$ cat config.mk
export PLATFORM = sky130hd
export DESIGN_NAME = hie_host_irq_enable_set_clear
export DESIGN_NICKNAME = d
export VERILOG_FILES = /design/src/logic/hie_pkg.sv /design/src/logic/hie_wr_if.sv /design/src/logic/hie_host_irq_enable_set_clear.sv /design/src/logic/hie_enable_store.sv
export SDC_FILE = /design/constraint.sdc
export NUM_CORES = 1
export LEC_CHECK = 0
export ABC_AREA = 1
export BUFFER_PORTS_ARGS = -buffer_cell sky130_fd_sc_hd__buf_2
export CAP_MARGIN = 20
export CORE_MARGIN = 5
export CORE_UTILIZATION = 34
export CTS_BUF_LIST = sky130_fd_sc_hd__clkbuf_4
export CTS_CLUSTER_SIZE = 16
export DETAILED_ROUTE_END_ITERATION = 16
export PLACE_DENSITY = 0.91
export SYNTH_ARGS = -nofsm -noshare
export SYNTH_HDL_FRONTEND = slang
export SYNTH_SLANG_ARGS = --single-unit
$ cat constraint.sdc
create_clock -name sys_clk -period 0.81 [get_ports sys_clk]
set_input_delay 0.162 -clock sys_clk [delete_from_list [all_inputs] [get_ports sys_clk]]
set_output_delay 0.162 -clock sys_clk [all_outputs]
set_load 0.01 [all_outputs]
$ cat src/logic/hie_pkg.sv
// Purpose: shared constants and types for the host interrupt enable block
// Assumes: 32-bit register data, one register clock sys_clk at 25 MHz
// Notes:   enable layout mirrors the internal status register bit for bit
//
// Function
// - set-port bits 27-24 set software enables
// - clear-port bits 27-24 clear software enables
// - set-port bit 6 sets parity error enable
// - clear-port bit 6 clears parity error enable
// - set-port bit 5 sets system error enable
// - clear-port bit 5 clears system error enable
// - set-port bit 2 sets master abort enable
// - clear-port bit 2 clears master abort enable
// - set-port bit 1 sets target abort enable
// - clear-port bit 1 clears target abort enable
// - written zeros leave enable bits unchanged
// - pin low when status AND enable in D0
// - pin never asserted in D1, D2, D3
// - set reads enables, clear reads masked status
`default_nettype none

package hie_pkg;

  // ************************************************************
  // register layout
  // ************************************************************
  localparam int          DATA_W      = 32;
  localparam int          SOFT_LSB    = 24;
  localparam int          SOFT_MSB    = 27;
  localparam int          PERR_BIT    = 6;
  localparam int          SERR_BIT    = 5;
  localparam int          MABT_BIT    = 2;
  localparam int          TABT_BIT    = 1;
  localparam logic [31:0] DEFINED_MSK = 32'h0F00_0066;
  localparam logic [31:0] ENABLE_RST  = 32'h0000_0000;
  localparam logic [31:0] READ_RST    = 32'h0000_0000;

  // ************************************************************
  // pin levels and power states
  // ************************************************************
  localparam logic PIN_DRIVE_LVL = 1'b0;
  localparam logic OE_ON_N       = 1'b0;
  localparam logic OE_OFF_N      = 1'b1;

  typedef enum logic [1:0] {
    PWR_D0 = 2'b00,
    PWR_D1 = 2'b01,
    PWR_D2 = 2'b10,
    PWR_D3 = 2'b11
  } hie_pwr_t;

endpackage

`default_nettype wire

$ cat src/logic/hie_wr_if.sv
// Purpose: carries set/clear write requests to the enable store
// Assumes: one write data word shared by both ports
// Notes:   enable is the stored register, fed back to the controller
`timescale 1ns/1ps
`default_nettype none

interface hie_wr_if;
  // write request and stored value
  logic        setStrobe;
  logic        clrStrobe;
  logic [31:0] data;
  logic [31:0] enable;

  // ************************************************************
  // views
  // ************************************************************
  modport ctrl  (output setStrobe, output clrStrobe, output data, input enable);
  modport store (input setStrobe, input clrStrobe, input data, output enable);
endinterface

`default_nettype wire

$ cat src/logic/hie_host_irq_enable_set_clear.sv
// Purpose: host interrupt enable set/clear ports, readback and host pin
// Assumes: ports strobed by an outside address decoder, status given
// Notes:   pin is open drain, pulled low only while an enabled source is up
//          reserved status inputs never reach the pin or a read
//          write and read races are resolved in favour of the set port
`timescale 1ns/1ps
`default_nettype none

module hie_host_irq_enable_set_clear
  import hie_pkg::*;
#(
  parameter logic [31:0] MASK = DEFINED_MSK
) (
  // clock and reset
  input  wire logic        sys_clk,
  input  wire logic        rst_n,
  // set port access
  input  wire logic        setWrStrobe,
  input  wire logic        setRdStrobe,
  // clear port access
  input  wire logic        clrWrStrobe,
  input  wire logic        clrRdStrobe,
  // write data, read answer
  input  wire logic [31:0] wrData,
  output var  logic [31:0] rdData,
  output var  logic        rdValid,
  // internal status and power state
  input  wire logic [31:0] statusBits,
  input  wire logic [1:0]  powerState,
  // enable register view
  output var  logic [31:0] irqEnable,
  // host interrupt pin, open drain
  input  wire logic        hostIrqPinIn,
  output var  logic        hostIrqPinOut,
  output var  logic        hostIrqPinOeN,
  output var  logic        hostIrqLineLow
);

  // ************************************************************
  // enable store
  // ************************************************************
  hie_wr_if wrBus ();

  // both write ports share the data word; the store applies set after clear
  always_comb begin
    wrBus.setStrobe = setWrStrobe;
    wrBus.clrStrobe = clrWrStrobe;
    wrBus.data      = wrData;
  end

  hie_enable_store #(
    .MASK (MASK)
  ) u_store (
    .sys_clk (sys_clk),
    .rst_n   (rst_n),
    .wr      (wrBus.store)
  );

  // enable view is the store flop itself, no extra logic in between
  assign irqEnable = wrBus.enable;

  // ************************************************************
  // masked status and interrupt decision
  // ************************************************************
  logic [31:0] maskedStatus;
  logic        inD0;
  logic        irqActive;

  // reserved status inputs never reach the pin or a read
  always_comb begin
    maskedStatus = statusBits & wrBus.enable & MASK;
    inD0         = (powerState == PWR_D0);
    irqActive    = (|maskedStatus) && inD0;
  end

  // ************************************************************
  // register reads
  // ************************************************************
  logic [31:0] rdData_reg;
  logic [31:0] rdData_next;
  logic        rdValid_reg;

  // set port has priority if both reads land in one cycle
  always_comb begin
    if (setRdStrobe) begin
      rdData_next = wrBus.enable & MASK;
    end else if (clrRdStrobe) begin
      rdData_next = maskedStatus;
    end else begin
      rdData_next = rdData_reg;
    end
  end

  // answer is held until the next read replaces it
  always_ff @(posedge sys_clk or negedge rst_n) begin
    if (!rst_n) begin
      rdData_reg <= READ_RST;
    end else begin
      rdData_reg <= rdData_next;
    end
  end

  // one-cycle valid marks a fresh answer
  always_ff @(posedge sys_clk or negedge rst_n) begin
    if (!rst_n) begin
      rdValid_reg <= 1'b0;
    end else begin
      rdValid_reg <= setRdStrobe | clrRdStrobe;
    end
  end

  // read outputs straight from their flops
  assign rdData  = rdData_reg;
  assign rdValid = rdValid_reg;

  // ************************************************************
  // host interrupt pin
  // ************************************************************
  logic pinOeN_reg;
  logic pinOut_reg;
  logic lineLow_reg;

  // level interrupt: released one edge after the source, enable or D0 drops
  always_ff @(posedge sys_clk or negedge rst_n) begin
    if (!rst_n) begin
      pinOeN_reg <= OE_OFF_N;
    end else begin
      pinOeN_reg <= irqActive ? OE_ON_N : OE_OFF_N;
    end
  end

  // open drain only ever pulls low; the high level comes from the pull-up
  always_ff @(posedge sys_clk or negedge rst_n) begin
    if (!rst_n) begin
      pinOut_reg <= PIN_DRIVE_LVL;
    end else begin
      pinOut_reg <= PIN_DRIVE_LVL;
    end
  end

  // shared wire: other agents may hold it low too, so report the wire
  always_ff @(posedge sys_clk or negedge rst_n) begin
    if (!rst_n) begin
      lineLow_reg <= 1'b0;
    end else begin
      lineLow_reg <= ~hostIrqPinIn;
    end
  end

  // pin outputs straight from their flops
  assign hostIrqPinOut  = pinOut_reg;
  assign hostIrqPinOeN  = pinOeN_reg;
  assign hostIrqLineLow = lineLow_reg;

  // ************************************************************
  // checks
  // ************************************************************
  // one edge after a write strobe the flop shows each written one
  AST_SOFT_SET: assert property (@(posedge sys_clk) disable iff (!rst_n)
    setWrStrobe |=> ((irqEnable[SOFT_MSB:SOFT_LSB] & $past(wrData[SOFT_MSB:SOFT_LSB]))
                     == $past(wrData[SOFT_MSB:SOFT_LSB])))
    else $error("software enable not set by set port");

  AST_SOFT_CLR: assert property (@(posedge sys_clk) disable iff (!rst_n)
    (clrWrStrobe && !setWrStrobe)
      |=> ((irqEnable[SOFT_MSB:SOFT_LSB] & $past(wrData[SOFT_MSB:SOFT_LSB])) == 4'h0))
    else $error("software enable not cleared by clear port");

  AST_PERR_SET: assert property (@(posedge sys_clk) disable iff (!rst_n)
    (setWrStrobe && wrData[PERR_BIT]) |=> irqEnable[PERR_BIT])
    else $error("parity error enable not set");

  AST_PERR_CLR: assert property (@(posedge sys_clk) disable iff (!rst_n)
    (clrWrStrobe && !setWrStrobe && wrData[PERR_BIT])
      |=> !irqEnable[PERR_BIT] ##1 (!irqEnable[PERR_BIT] || ($past(setWrStrobe) && $past(wrData[PERR_BIT]))))
    else $error("parity error enable not cleared");

  AST_SERR_SET: assert property (@(posedge sys_clk) disable iff (!rst_n)
    (setWrStrobe && wrData[SERR_BIT]) |=> irqEnable[SERR_BIT])
    else $error("system error enable not set");

  AST_SERR_CLR: assert property (@(posedge sys_clk) disable iff (!rst_n)
    (clrWrStrobe && !setWrStrobe && wrData[SERR_BIT]) |=> !irqEnable[SERR_BIT])
    else $error("system error enable not cleared");

  AST_MABT_SET: assert property (@(posedge sys_clk) disable iff (!rst_n)
    (setWrStrobe && wrData[MABT_BIT]) |=> irqEnable[MABT_BIT])
    else $error("master abort enable not set");

  AST_MABT_CLR: assert property (@(posedge sys_clk) disable iff (!rst_n)
    (clrWrStrobe && !setWrStrobe && wrData[MABT_BIT]) |=> !irqEnable[MABT_BIT])
    else $error("master abort enable not cleared");

  AST_TABT_SET: assert property (@(posedge sys_clk) disable iff (!rst_n)
    (setWrStrobe && wrData[TABT_BIT]) |=> irqEnable[TABT_BIT])
    else $error("target abort enable not set");

  AST_TABT_CLR: assert property (@(posedge sys_clk) disable iff (!rst_n)
    (clrWrStrobe && !setWrStrobe && wrData[TABT_BIT]) |=> !irqEnable[TABT_BIT])
    else $error("target abort enable not cleared");

  // only a written one may move an enable bit
  AST_ZERO_KEEPS: assert property (@(posedge sys_clk) disable iff (!rst_n)
    1'b1 |=> (((irqEnable ^ $past(irqEnable))
               & ~($past(wrData) & {32{$past(setWrStrobe) | $past(clrWrStrobe)}})) == 32'h0000_0000))
    else $error("enable bit changed without a written one");

  // pin decision lags status, enables and power by one edge
  AST_PIN_ASSERT: assert property (@(posedge sys_clk) disable iff (!rst_n)
    ((|(statusBits & irqEnable & MASK)) && powerState == PWR_D0)
      |=> (hostIrqPinOeN == OE_ON_N) && (hostIrqPinOut == PIN_DRIVE_LVL))
    else $error("host pin not pulled low for enabled source in D0");

  AST_PIN_RELEASE: assert property (@(posedge sys_clk) disable iff (!rst_n)
    !(|(statusBits & irqEnable & MASK)) |=> (hostIrqPinOeN == OE_OFF_N))
    else $error("host pin held low with no enabled source");

  AST_PIN_LOWPOWER: assert property (@(posedge sys_clk) disable iff (!rst_n)
    (powerState != PWR_D0) |=> (hostIrqPinOeN == OE_OFF_N))
    else $error("host pin asserted outside D0");

  // read answers one edge after the strobe
  AST_READ_SET: assert property (@(posedge sys_clk) disable iff (!rst_n)
    setRdStrobe |=> rdValid && (rdData == $past(irqEnable)))
    else $error("set port read did not return enables");

  AST_READ_CLR: assert property (@(posedge sys_clk) disable iff (!rst_n)
    (clrRdStrobe && !setRdStrobe)
      |=> rdValid && (rdData == ($past(statusBits) & $past(irqEnable) & MASK)))
    else $error("clear port read did not return masked status");

  AST_READ_RSVD: assert property (@(posedge sys_clk) disable iff (!rst_n)
    rdValid |-> ((rdData & ~MASK) == 32'h0000_0000))
    else $error("reserved read bits not zero");

  AST_VALID_PULSE: assert property (@(posedge sys_clk) disable iff (!rst_n)
    !(setRdStrobe || clrRdStrobe) |=> !rdValid && $stable(rdData))
    else $error("read answer changed without a read");

  // nothing written, nothing moves; reads have no side effect on enables
  AST_ENABLE_HOLDS: assert property (@(posedge sys_clk) disable iff (!rst_n)
    !(setWrStrobe || clrWrStrobe) |=> $stable(irqEnable))
    else $error("enable register moved without a write");

  // reserved enables stay clear as seen from outside as well
  AST_RSVD_ENABLE_OUT: assert property (@(posedge sys_clk) disable iff (!rst_n)
    (irqEnable & ~MASK) == 32'h0000_0000)
    else $error("reserved enable bit visible");

  // a one written to both ports in one cycle leaves the enable set
  AST_SET_WINS_OUT: assert property (@(posedge sys_clk) disable iff (!rst_n)
    (setWrStrobe && clrWrStrobe) |=> ((irqEnable & $past(wrData) & MASK) == ($past(wrData) & MASK)))
    else $error("set lost to a racing clear");

  // open drain: the drive value is never high, only the enable moves
  AST_PIN_DRIVE_LOW: assert property (@(posedge sys_clk) disable iff (!rst_n)
    hostIrqPinOut == PIN_DRIVE_LVL)
    else $error("host pin drive value not low");

  // a pulled pin must trace back to an enabled source one edge earlier
  AST_PIN_HAS_SOURCE: assert property (@(posedge sys_clk) disable iff (!rst_n)
    (hostIrqPinOeN == OE_ON_N) |-> (|($past(statusBits) & $past(irqEnable) & MASK)))
    else $error("host pin pulled low with no enabled source");

  // and to full power one edge earlier
  AST_PIN_ONLY_D0: assert property (@(posedge sys_clk) disable iff (!rst_n)
    (hostIrqPinOeN == OE_ON_N) |-> ($past(powerState) == PWR_D0))
    else $error("host pin pulled low after a low power state");

  // wire report lags the wire by one edge
  AST_LINE_REPORT: assert property (@(posedge sys_clk) disable iff (!rst_n)
    1'b1 |=> (hostIrqLineLow == !$past(hostIrqPinIn)))
    else $error("wire report does not follow the wire");

  // a fresh answer always has a read behind it
  AST_VALID_CAUSE: assert property (@(posedge sys_clk) disable iff (!rst_n)
    rdValid |-> ($past(setRdStrobe) || $past(clrRdStrobe)))
    else $error("read answer without a read");

  // both ports read in one cycle: the set port answers
  AST_READ_BOTH: assert property (@(posedge sys_clk) disable iff (!rst_n)
    (setRdStrobe && clrRdStrobe) |=> rdValid && (rdData == $past(irqEnable)))
    else $error("simultaneous reads did not return enables");

  // main scenarios
  COV_SET_THEN_READ: cover property (@(posedge sys_clk) disable iff (!rst_n)
    setWrStrobe ##[1:3] setRdStrobe ##1 rdValid);

  COV_CLR_WRITE: cover property (@(posedge sys_clk) disable iff (!rst_n)
    (clrWrStrobe && (|(wrData & irqEnable & MASK))));

  COV_PIN_LOW: cover property (@(posedge sys_clk) disable iff (!rst_n)
    (hostIrqPinOeN == OE_OFF_N) ##1 (hostIrqPinOeN == OE_ON_N));

  COV_SUPPRESSED: cover property (@(posedge sys_clk) disable iff (!rst_n)
    (|(statusBits & irqEnable & MASK)) && (powerState == PWR_D3));

  COV_SET_CLR_RACE: cover property (@(posedge sys_clk) disable iff (!rst_n)
    setWrStrobe && clrWrStrobe && (|(wrData & MASK)));

endmodule

`default_nettype wire

$ cat src/logic/hie_enable_store.sv
// Purpose: write-one-to-set / write-one-to-clear enable register
// Assumes: strobes are single-cycle and synchronous to sys_clk
// Notes:   a set and a clear in one cycle on one bit leave it set
`timescale 1ns/1ps
`default_nettype none

module hie_enable_store
  import hie_pkg::*;
#(
  parameter logic [31:0] MASK = DEFINED_MSK
) (
  // clock and reset
  input  wire logic sys_clk,
  input  wire logic rst_n,
  // request side
  hie_wr_if.store   wr
);

  // ************************************************************
  // next value
  // ************************************************************
  logic [31:0] enable_reg;
  logic [31:0] enable_next;
  logic [31:0] setBits;
  logic [31:0] clrBits;

  // reserved positions are masked off before they touch storage
  always_comb begin
    setBits     = wr.setStrobe ? (wr.data & MASK) : 32'h0000_0000;
    clrBits     = wr.clrStrobe ? (wr.data & MASK) : 32'h0000_0000;
    // set applied after clear so a racing set is never lost
    enable_next = (enable_reg & ~clrBits) | setBits;
  end

  // storage, all enables cleared at reset
  always_ff @(posedge sys_clk or negedge rst_n) begin
    if (!rst_n) begin
      enable_reg <= ENABLE_RST;
    end else begin
      enable_reg <= enable_next;
    end
  end

  assign wr.enable = enable_reg;

  // ************************************************************
  // checks
  // ************************************************************
  AST_RSVD_STAYS_ZERO: assert property (@(posedge sys_clk) disable iff (!rst_n)
    (enable_reg & ~MASK) == 32'h0000_0000)
    else $error("reserved enable bit became set");

  AST_SET_BEATS_CLR: assert property (@(posedge sys_clk) disable iff (!rst_n)
    (wr.setStrobe && wr.clrStrobe) |=> ((enable_reg & $past(wr.data) & MASK) == ($past(wr.data) & MASK)))
    else $error("simultaneous set lost to clear");

endmodule

`default_nettype wire

==> results of run 1 <==
worst paths after layout:
| kind | startpoint | cells past startpoint | endpoint |
|---|---|---|---|
| min in group asynchronous | rst_n | 2 | rdData[2]$_DFFE_PN0P_ |
| worst max-delay path | hostIrqPinOeN$_DFF_PN1_ | 1 | hostIrqPinOeN |
| worst min-delay path | powerState[0] | 3 | hostIrqPinOeN$_DFF_PN1_ |
| worst min register to register | rdData[27]$_DFFE_PN0P_ | 3 | rdData[27]$_DFFE_PN0P_ |
| max in group asynchronous | rst_n | 2 | hostIrqPinOeN$_DFF_PN1_ |
| worst max register to register | u_store.wr.enable[27]$_DFF_PN0_ | 6 | hostIrqPinOeN$_DFF_PN1_ |
power by group through the flow:
stage | clock network (mW) | logic (mW) | registers [mW]
after floorplan | 0 | 0.416 | 1.19
after global placement | 0 | 0.511 | 1.14
after detailed placement | 0 | 0.521 | 1.15
after CTS | 0.521 | 0.706 | 1.11
after global routing | 0.573 | 0.936 | 1.14
final | 0.509 | 0.845 | 1.12
layout by cell type, fill, tap and decap left out, drive strengths merged:
master / netlist / layout
buf: 50 / 59
clkbuf: 0 / 4
conb: 1 / 49
dfrtp: 18 / 18
dfstp: 1 / 1
dlygate4sd3: 0 / 2
inv: 12 / 12
nand2: 22 / 22
nor2: 4 / 4
o21ai: 32 / 32
cell families after synthesis:
logic type	count (synthesis)	synth area share
DFF	19	0.406
buffers and inverters	62	0.361
AOI/OAI and AO/OA	32	0.140
other	1	0.00320
and+or+nand+nor	26	0.0896
repair_timing:
action	4_1_cts	5_1_grt
endpoints found under the setup margin	20	34
endpoints found under the hold margin	19	0
hold buffers	2	0
pin swaps	4	10
gates resized for setup	8	54
buffers inserted	15	1
routing by layer:
metal	up-vias	routed length, um
met5	-	0
met4	0	27
met3	2	290
met2	45	1340
met1	402	904
li1	478	-
synthesized netlist by cell type, drive strengths merged:
cell type and instances:
nand2 22, inv 12, dfstp 1, buf 50, nor2 4, dfrtp 18, o21ai 32, conb 1
metrics by stage:
stage | hold WS, ns | TNS, ns
2_1_floorplan | -0.134 | 0
3_3_place_gp | 0.112 | -0.563
3_5_place_dp | 0.118 | -0.666
4_1_cts | 0.0472 | -3.74
5_1_grt | 0.0489 | -4.69
6_report | 0.0520 | -3.68
layout make-up:
type | instances | area, um^2 | area share
Sequential cell | 19 | 477 | 0.308
Multi-Input combinational cell | 107 | 533 | 0.345
Inverter | 12 | 45.0 | 0.0291
Clock buffer | 4 | 30.0 | 0.0194
Timing Repair Buffer | 61 | 404 | 0.261
Tap cell | 46 | 57.6 | 0.0372
==> impl_results.md, run 1 <==
- Synthesis-to-layout area growth: 31.8%
- Met2 GRT Util: 0.174
- CP arrival: 0.92 ns
- Worst VDD drop: approximately 420 uV
- Die area: 4730 um^2
- Final period util: 1.34
- Met1 Usage GRT: 0.114
- Sink Count: 19
- Initial antenna violation count: 0
- Leak pwr: 0.850 nW
- Inserted Clock Buffers: 3
- Fraction of layout cells with a size suffix above 1: 0.438
- Final net count: 277
- Post-synthesis average cell area: 8.38 um^2
- Final Skew: 0.00197 ns
- Vias in the first global route: 811
- Worst setup margin: -0.275 ns
- Cell type with the highest aggregate area in the netlist: dfrtp_1
- Placer congestion estimate: 0.683
- Final Core Density: 0.463
- DIE HEIGHT: just under 70 um
- R2R Setup Slk: -0.12 ns
- Cell Int Power: around 1.7 mW
- Vias per inst: 3.72
- GRT Total Usage: 0.100
- Failing checks: setup timing
- Initial Utilization: 0.352
- Antenna Diode Count: 0
- Core area: 3340 um^2
- Hold Crit Class: in -> reg
- Logic pwr share: 0.342
- Flop pwr share: 0.452
- Clock insertion delay at the later pin of the skew report: 0.29 ns
- CTS H-tree lvls: 1
- Non-filler instance count after layout: 249
- Share of total power in the clock network: 0.206
- Largest net degree at the start of global routing: 20
- Syn Std Cell Area: 1170 um^2
- CP Launch Type: flop
- PortBufs: 43
- Synth top area share: 0.384
- Cell area after placement: 1250 um^2
- Core Rows: 21
- Crit path cell chain: buf_6
- CTS tree: built
- GR Util met3: 0.0178
- RSZ-0062 raised after global routing: yes
- Final hold violations: 0
- Power consumption: about 2.5 mW
- DRT Pass-1 Iters: 4
- Post-route cell area: roughly 1500 um^2
- Crit Path Category: reg -> out
- Post-Place Cells: 227
- CTS Buffer Depth: 2
- Max Cap Viol: 0
- Top cells by area, synth: dfrtp_1 (38%), buf_4 (31%), o21ai_0 (13%)
- Power per cell area: 1600 nW/um^2
- Synth cell types: 11
- Sw Ratio: 0.324
- CP endpoint kind: primary output
- Crit Path Max Fanout: 1
- Final setup violation count: 21
- Via count: 927
- Mapped Cells: 140
- FF+latch count, synth: 19
- Register area share after synthesis: 0.406
- Layer with the highest usage: met2
- Outcome: finished with violations
- Net Switching: 0.800 mW
- Final wirelength: ~2600 um
- Wire per inst: 10.3 um
- Largest stage delay, worst path: 0.54 ns
- Yosys warnings: 0
- DP Wirelength: 2020 um
- DRC: 0
- Detailed Route Iter0 Violations: 12
- Final Max Tran Viols: 0
- Worst path bufs/invs: 1
- Die W: 68.8 um
- Place WS: -0.0998 ns
- Reg clk slew, reported paths: 0.10 ns
- Critical Path Slowest Stage Cell: dfstp_2
- Filler cells: between 300 and 400
- First-pass GRT wire length: 3460 um
- CP required: 0.65 ns
- Max Fclk: 0.922 GHz
- IO Pins: around 140
- CP top delay family: flip-flops
- Minimum clock period: about 1.1 ns
- ANT nets after route: 0
- GR Overflow Total: 0
- Root Driver: clkbuf_4
Power figures use the tool's default switching activity.
==> run 2, diff against run 1 <==
--- a/config.mk
+++ b/config.mk
@@ -14,6 +14,7 @@
 export CTS_CLUSTER_SIZE = 16
 export DETAILED_ROUTE_END_ITERATION = 16
 export PLACE_DENSITY = 0.91
+export REMOVE_ABC_BUFFERS = 1
 export SYNTH_ARGS = -nofsm -noshare
 export SYNTH_HDL_FRONTEND = slang
 export SYNTH_SLANG_ARGS = --single-unit
==> run 2 against run 1 <==
Against the previous run:
- the flow still finishes with violations (setup timing)
- core utilization rose by 2.1 points
- sequential power barely moved
- worst setup slack worse by 0.012 ns
- via count increased by 4.3%
- total power increased by 3.3%
- routed wire length rose by 11%
- clock skew up 0.00092 ns
- register-to-register slack gained 0.02 ns
- largest power group unchanged
==> impl_results.md, run 2 (synthesized netlist as in run 1, its figures left out) <==
- Post-Place Cells: 229 (+0.88%)
- Crit Path Category: reg -> out
- Clock insertion delay at the later pin of the skew report: 0.30 ns (about the same)
- Worst path bufs/invs: 1 (unchanged)
- Power consumption: 2.55 mW (+3.3%)
- DIE HEIGHT: 68.8 um (unchanged)
- Filler cells: 354 (+1.4%)
- Met1 Usage GRT: 0.118 (+0.00411)
- Final setup violation count: 25 (+19%)
- Post-route cell area: 1620 um^2 (+4.5%)
- CP arrival: 0.93 ns (about the same)
- Antenna Diode Count: 0 (unchanged)
- ANT nets after route: 0 (unchanged)
- GR Overflow Total: 0 (unchanged)
- GRT Total Usage: 0.113 (+0.0126)
- GR Util met3: 0.0211 (+0.00324)
- Initial antenna violation count: 0 (unchanged)
- Minimum clock period: 1.10 ns (+0.0122 ns)
- Met2 GRT Util: 0.210 (+0.0358)
- Sink Count: 19 (unchanged)
- CP endpoint kind: primary output
- Reg clk slew, reported paths: 0.11 ns (about the same)
- IO Pins: 141 (unchanged)
- Crit Path Max Fanout: 1 (unchanged)
- DRT Pass-1 Iters: 3 (-1)
- Vias in the first global route: 909 (+12%)
- Detailed Route Iter0 Violations: 36 (+24)
- First-pass GRT wire length: 3950 um (+14%)
- CTS tree: built
- Root Driver: clkbuf_4
- Die W: 68.8 um (unchanged)
- Synthesis-to-layout area growth: 37.6%
- Leak pwr: 0.887 nW (+4.4%)
- CP Launch Type: flop
- Critical Path Slowest Stage Cell: dfstp_2
- Worst setup margin: -0.287 ns (-0.0122 ns)
- Final wirelength: 2840 um (+11%)
- Final period util: 1.35 (+0.0151)
- Final Max Tran Viols: 0 (unchanged)
- Vias per inst: 3.79 (+1.9%)
- Max Fclk: 0.912 GHz (-1.1%)
- Initial Utilization: 0.352 (unchanged)
- CP top delay family: flip-flops
- DRC: 0 (unchanged)
- Fraction of layout cells with a size suffix above 1: 0.445 (+0.00655)
- Core area: 3340 um^2 (unchanged)
- Core Rows: 21 (unchanged)
- Via count: 967 (+4.3%)
- Power per cell area: 1580 nW/um^2 (-1.1%)
- Final Skew: 0.00289 ns (+0.000917 ns)
- Most frequent cells in the layout: conb_1 (49), buf_2 (39), o21ai_1 (18), dfrtp_1 (18), buf_6 (16)
- Max Cap Viol: 0 (unchanged)
- Final net count: 283 (+2.2%)
- DP Wirelength: 2090 um (+3.3%)
- Hold Crit Class: in -> reg
- RSZ-0062 raised after global routing: yes
- PortBufs: 43 (unchanged)
- Die area: 4730 um^2 (unchanged)
- Non-filler instance count after layout: 255 (+2.4%)
- CP required: 0.65 ns (about the same)
- Failing checks: setup timing
- Final hold violations: 0 (unchanged)
- Placer congestion estimate: 0.762 (+11%)
- Layer with the highest usage: met2
- Largest stage delay, worst path: 0.54 ns (about the same)
- CTS Buffer Depth: 2 (unchanged)
- Commonest non-fill, non-tap cell in the layout: conb_1
- Outcome: finished with violations
- Largest net degree at the start of global routing: 20 (unchanged)
- CTS H-tree lvls: 1 (unchanged)
- Crit path cell chain: buf_6
- Place WS: -0.0560 ns (+0.0438 ns)
- Worst VDD drop: 535 uV (+27%)
- Wire per inst: 11.1 um (+8.4%)
- Inserted Clock Buffers: 3 (unchanged)
- Cell area after placement: 1270 um^2 (+2.2%)
-- run 2: changes by cell type in the layout (fill, tap and decap cells not counted), sizes merged --
cell / previous run / this run
clkinv: 0 / 1
buf: 59 / 65
clkbuf: 4 / 3
-- run 2: area by class of cell --
| class | instances | area [um^2] | share of cell area |
|---|---|---|---|
| well taps | 46 | 57.6 | 0.0356 |
| multi-input cells | 107 | 526 | 0.325 |
| inverters | 12 | 45.0 | 0.0279 |
| clock buffers | 3 | 22.5 | 0.0139 |
| flip-flops and latches | 19 | 477 | 0.295 |
| repair buffers | 67 | 483 | 0.299 |
| clock inverters | 1 | 5.00 | 0.00310 |
-- run 2: metrics by stage --
step	util	setup TNS, ns	hold WS (ns)
6_report	0.484	-4.24	0.0508
5_1_grt	0.484	-5.37	0.0411
4_1_cts	0.441	-4.03	0.0379
3_5_place_dp	0.382	-0.102	0.124
3_3_place_gp	0.382	0	0.116
2_1_floorplan	-	0	-0.134
-- run 2: worst min-delay path, cell delays in order --
cell and delay, ns:
buf_2 0.08, nor2_1 0.04, nand2_1 0.05
-- run 2: path summary, 6_finish.rpt --
kind | end | cells past startpoint | startpoint | slack [ns]
max | hostIrqPinOeN | 1 | hostIrqPinOeN$_DFF_PN1_ | -0.29
min | hostIrqPinOeN$_DFF_PN1_ | 3 | powerState[0] | 0.05
max reg2reg | hostIrqPinOeN$_DFF_PN1_ | 6 | u_store.wr.enable[26]$_DFF_PN0_ | -0.10
min reg2reg | rdData[27]$_DFFE_PN0P_ | 2 | rdData[27]$_DFFE_PN0P_ | 0.49
max in group asynchronous | hostIrqPinOeN$_DFF_PN1_ | 2 | rst_n | 0.16
min in group asynchronous | rdData[2]$_DFFE_PN0P_ | 2 | rst_n | 0.32
-- run 2: timing repair --
action | in CTS | in global routing
pin swaps | 5 | 10
cloned | 0 | 0
hold buffers | 2 | 0
endpoints found under the hold margin | 19 | 0
setup endpoints to repair | 20 | 36
gates resized for setup | 14 | 54
setup buffers | 15 | 8
-- run 2: where the power goes --
part | total [mW] | internal, mW | switching [mW]
clock network | 0.505 | 0.184 | 0.321
registers | 1.12 | 1.06 | 0.0675
logic | 0.923 | 0.450 | 0.474
-- run 2: metal layers --
layer	routed length (um)	up-vias
met5	0	-
met4	50	0
met3	241	4
met2	1580	45
met1	973	435
li1	-	483
==> run 3, diff against run 2 <==
--- a/config.mk
+++ b/config.mk
@@ -5,7 +5,6 @@
 export SDC_FILE = /design/constraint.sdc
 export NUM_CORES = 1
 export LEC_CHECK = 0
-export ABC_AREA = 1
 export BUFFER_PORTS_ARGS = -buffer_cell sky130_fd_sc_hd__buf_2
 export CAP_MARGIN = 20
 export CORE_MARGIN = 5
==> run 3 against run 2 <==
Against the previous run:
- the run still ends with setup timing left
- total power shrank 4.3%
- area after synthesis grew 0.96%
- sequential power hardly changed
- critical path type unchanged
- critical endpoint unchanged
- largest power group unchanged
- highest routed layer unchanged
==> impl_results.md, run 3 <==
- Initial Utilization: 0.352 (+0.000600)
- R2R Setup Slk: -0.11 ns (about the same)
- Worst path bufs/invs: 1 (unchanged)
- Most frequent cells in the layout: conb_1 (49), buf_2 (38), dfrtp_1 (18)
- Initial antenna violation count: 0 (unchanged)
- DP Wirelength: 2100 um (+0.35%)
- Final setup violation count: 28 (+12%)
- Commonest non-fill, non-tap cell in the layout: conb_1
- DRT Pass-1 Iters: 3 (unchanged)
- Power per cell area: 1620 nW/um^2 (+2.7%)
- Via count: 887 (-8.3%)
- Placer congestion estimate: 0.681 (-11%)
- Critical R2R Launch: u_store.wr.enable[6]$_DFF_PN0_
- Final Skew: 0.00784 ns (+0.00495 ns)
- Worst setup margin: -0.285 ns (+0.00171 ns)
- Cell type with the highest aggregate area in the netlist: dfrtp_1
- Top cells by area, synth: dfrtp_1 (38%), buf_4 (31%), a22o_1 (12%)
- Final wirelength: 2670 um (-6.1%)
- Place WS: -0.0655 ns (-0.00955 ns)
- Synth Flop Type: dfrtp_1
- Root Driver: clkbuf_4
- Leak pwr: 0.858 nW (-3.4%)
- Vias in the first global route: 852 (-6.3%)
- Cell with the most instances after synthesis: buf_4
- IO Pins: 141 (unchanged)
- Vias per inst: 4.01 (+5.8%)
- Failing checks: setup timing
- Met2 routed wirelength: 1310 um (-17%)
- Largest stage delay, worst path: 0.54 ns (about the same)
- Hold Path Sink: u_store.wr.enable[26]$_DFF_PN0_
- CP endpoint kind: primary output
- Clock insertion delay at the later pin of the skew report: 0.30 ns (about the same)
- Crit Path Category: reg -> out
- Mapped Cells: 114 (-19%)
- Worst path depth: 1 (unchanged)
- CTS Buffer Depth: 2 (unchanged)
- Max Fclk: 0.913 GHz (+0.16%)
- FF+latch count, synth: 19 (unchanged)
- RSZ-0062 raised after global routing: yes
- Yosys warnings: 0 (unchanged)
- Sink Count: 19 (unchanged)
- Post-route cell area: 1510 um^2 (-6.8%)
- Min-delay src: wrData[26]
- Max Used Layer: met4
- CP arrival: 0.93 ns (about the same)
- Syn Std Cell Area: 1180 um^2 (+0.96%)
- Worst hold path cell count: 2 (-1)
- Largest net degree at the start of global routing: 20 (unchanged)
- R2R depth: 3 (-3)
- Minimum clock period: 1.10 ns (-0.00171 ns)
- Inserted Clock Buffers: 3 (unchanged)
- Final Max Tran Viols: 0 (unchanged)
- Final hold violations: 0 (unchanged)
- Wl on met1: 1100 um (+13%)
- Core area: 3360 um^2 (+0.79%)
- DRC: 0 (unchanged)
- GR Overflow Total: 0 (unchanged)
- Cell area after placement: 1240 um^2 (-2.4%)
- Fraction of layout cells with a size suffix above 1: 0.400 (-0.0450)
- Most frequent cells after synthesis: buf_4 (49), dfrtp_1 (18), a22o_1 (16), a21o_1 (8), nand2_1 (8)
- Final period util: 1.35 (-0.00211)
- Die area: 4770 um^2 (+0.83%)
- CTS H-tree lvls: 1 (unchanged)
- First-pass GRT wire length: 4030 um (+1.9%)
- Final TNS setup: -4.24 ns (-0.00486 ns)
- Routed wl met3: 230 um (-4.6%)
- R2R Path End: hostIrqPinOeN$_DFF_PN1_
- GRT Total Usage: 0.104 (-0.00868)
- Synthesis-to-layout area growth: 27.0%
- Wire per inst: 12.1 um (+8.4%)
- Reg clk slew, reported paths: 0.12 ns (about the same)
- Crit path cell chain: buf_6
- Power consumption: 2.44 mW (-4.3%)
- Antenna Diode Count: 0 (unchanged)
- Crit Path Max Fanout: 1 (unchanged)
- Synth top area share: 0.380 (-0.00365)
- ANT nets after route: 0 (unchanged)
- Synth cell types: 14 (+3)
- CP required: 0.65 ns (about the same)
- Outcome: finished with violations
- Hold Crit Class: in -> reg
- CP Launch Type: flop
- Register area share after synthesis: 0.402 (-0.00386)
- Core Rows: 21 (unchanged)
- Number of synthesized flops with an enable pin: 0 (unchanged)
- Filler cells: 346 (-2.3%)
- Critical Path Slowest Stage Cell: dfstp_2
- Die W: 69.0 um (+0.41%)
- Detailed Route Iter0 Violations: 13 (-64%)
- CP top delay family: flip-flops
- DIE HEIGHT: 69.0 um (+0.41%)
- CTS tree: built
- Max Cap Viol: 0 (unchanged)
- Worst VDD drop: 852 uV (+59%)
- PortBufs: 43 (unchanged)
- Post-synthesis average cell area: 10.4 um^2 (+24%)
- Post-synth ARST share: 1.00 (unchanged)
- Final net count: 249 (-12%)
run 3: cell count changes in the layout (fill, tap and decap cells not counted), moves of 6 or more:
| cell | before | now |
|---|---|---|
| inv_1 | 12 | 2 |
| o21ai_2 | 13 | 0 |
| a21o_1 | 0 | 8 |
| o21ai_1 | 18 | 0 |
| nand2_1 | 14 | 8 |
| a22o_1 | 0 | 16 |
| nand2_2 | 7 | 0 |
run 3: per-stage QoR:
stage / hold WS (ns) / utilization / std cells
after floorplan: -0.134 / - / 109
after global placement: 0.110 / 0.370 / 199
after detailed placement: 0.115 / 0.370 / 199
after CTS: 0.0946 / 0.440 / 221
after global routing: 0.0893 / 0.448 / 221
final: 0.0948 / 0.448 / 221
run 3: final cells by class:
class                           count  area [um^2]  share of cell area
Multi-Input combinational cell     88          500               0.333
Clock buffer                        3         22.5              0.0150
Timing Repair Buffer               62          435               0.289
Inverter                            2         7.51             0.00499
Sequential cell                    19          477               0.317
Tap cell                           46         57.6              0.0382
Clock inverter                      1         5.00             0.00333
run 3: how the worst max path moves through the flow:
stage,from,end
CTS,hostIrqPinOeN$_DFF_PN1_,hostIrqPinOeN
finish,hostIrqPinOeN$_DFF_PN1_,hostIrqPinOeN
detailed placement,u_store.wr.enable[6]$_DFF_PN0_,hostIrqPinOeN$_DFF_PN1_
floorplan,u_store.wr.enable[24]$_DFF_PN0_,hostIrqPinOeN$_DFF_PN1_
global route,hostIrqPinOeN$_DFF_PN1_,hostIrqPinOeN
global placement,u_store.wr.enable[6]$_DFF_PN0_,hostIrqPinOeN$_DFF_PN1_
run 3: routing by layer:
layer  vias up  GRT usage
met5         -          0
met3         2    0.00291
li1        417          -
met2        53      0.188
met1       415      0.128
met4         0     0.0456
run 3: kinds of logic (layout without fill, tap and decap cells):
kind of cell | Yosys count | in the layout | synth area share
buf+inv | 55 | 68 | 0.344
simple gates | 10 | 10 | 0.0475
compound gates | 29 | 29 | 0.203
flops | 19 | 19 | 0.402
other cells | 1 | 49 | 0.00316
run 3: power by group:
part | switching [mW] | leakage, nW | internal (mW)
registers | 0.0678 | 0.220 | 1.06
logic | 0.410 | 0.620 | 0.423
clock network | 0.300 | 0.0177 | 0.184
run 3: what timing repair did:
action / in CTS / in global routing
gates resized for setup: 15 / 5
hold endpoints to repair: 19 / 0
pin swaps: 19 / 3
hold buffers: 2 / 0
endpoints found under the setup margin: 22 / 36
buffers inserted: 16 / 3
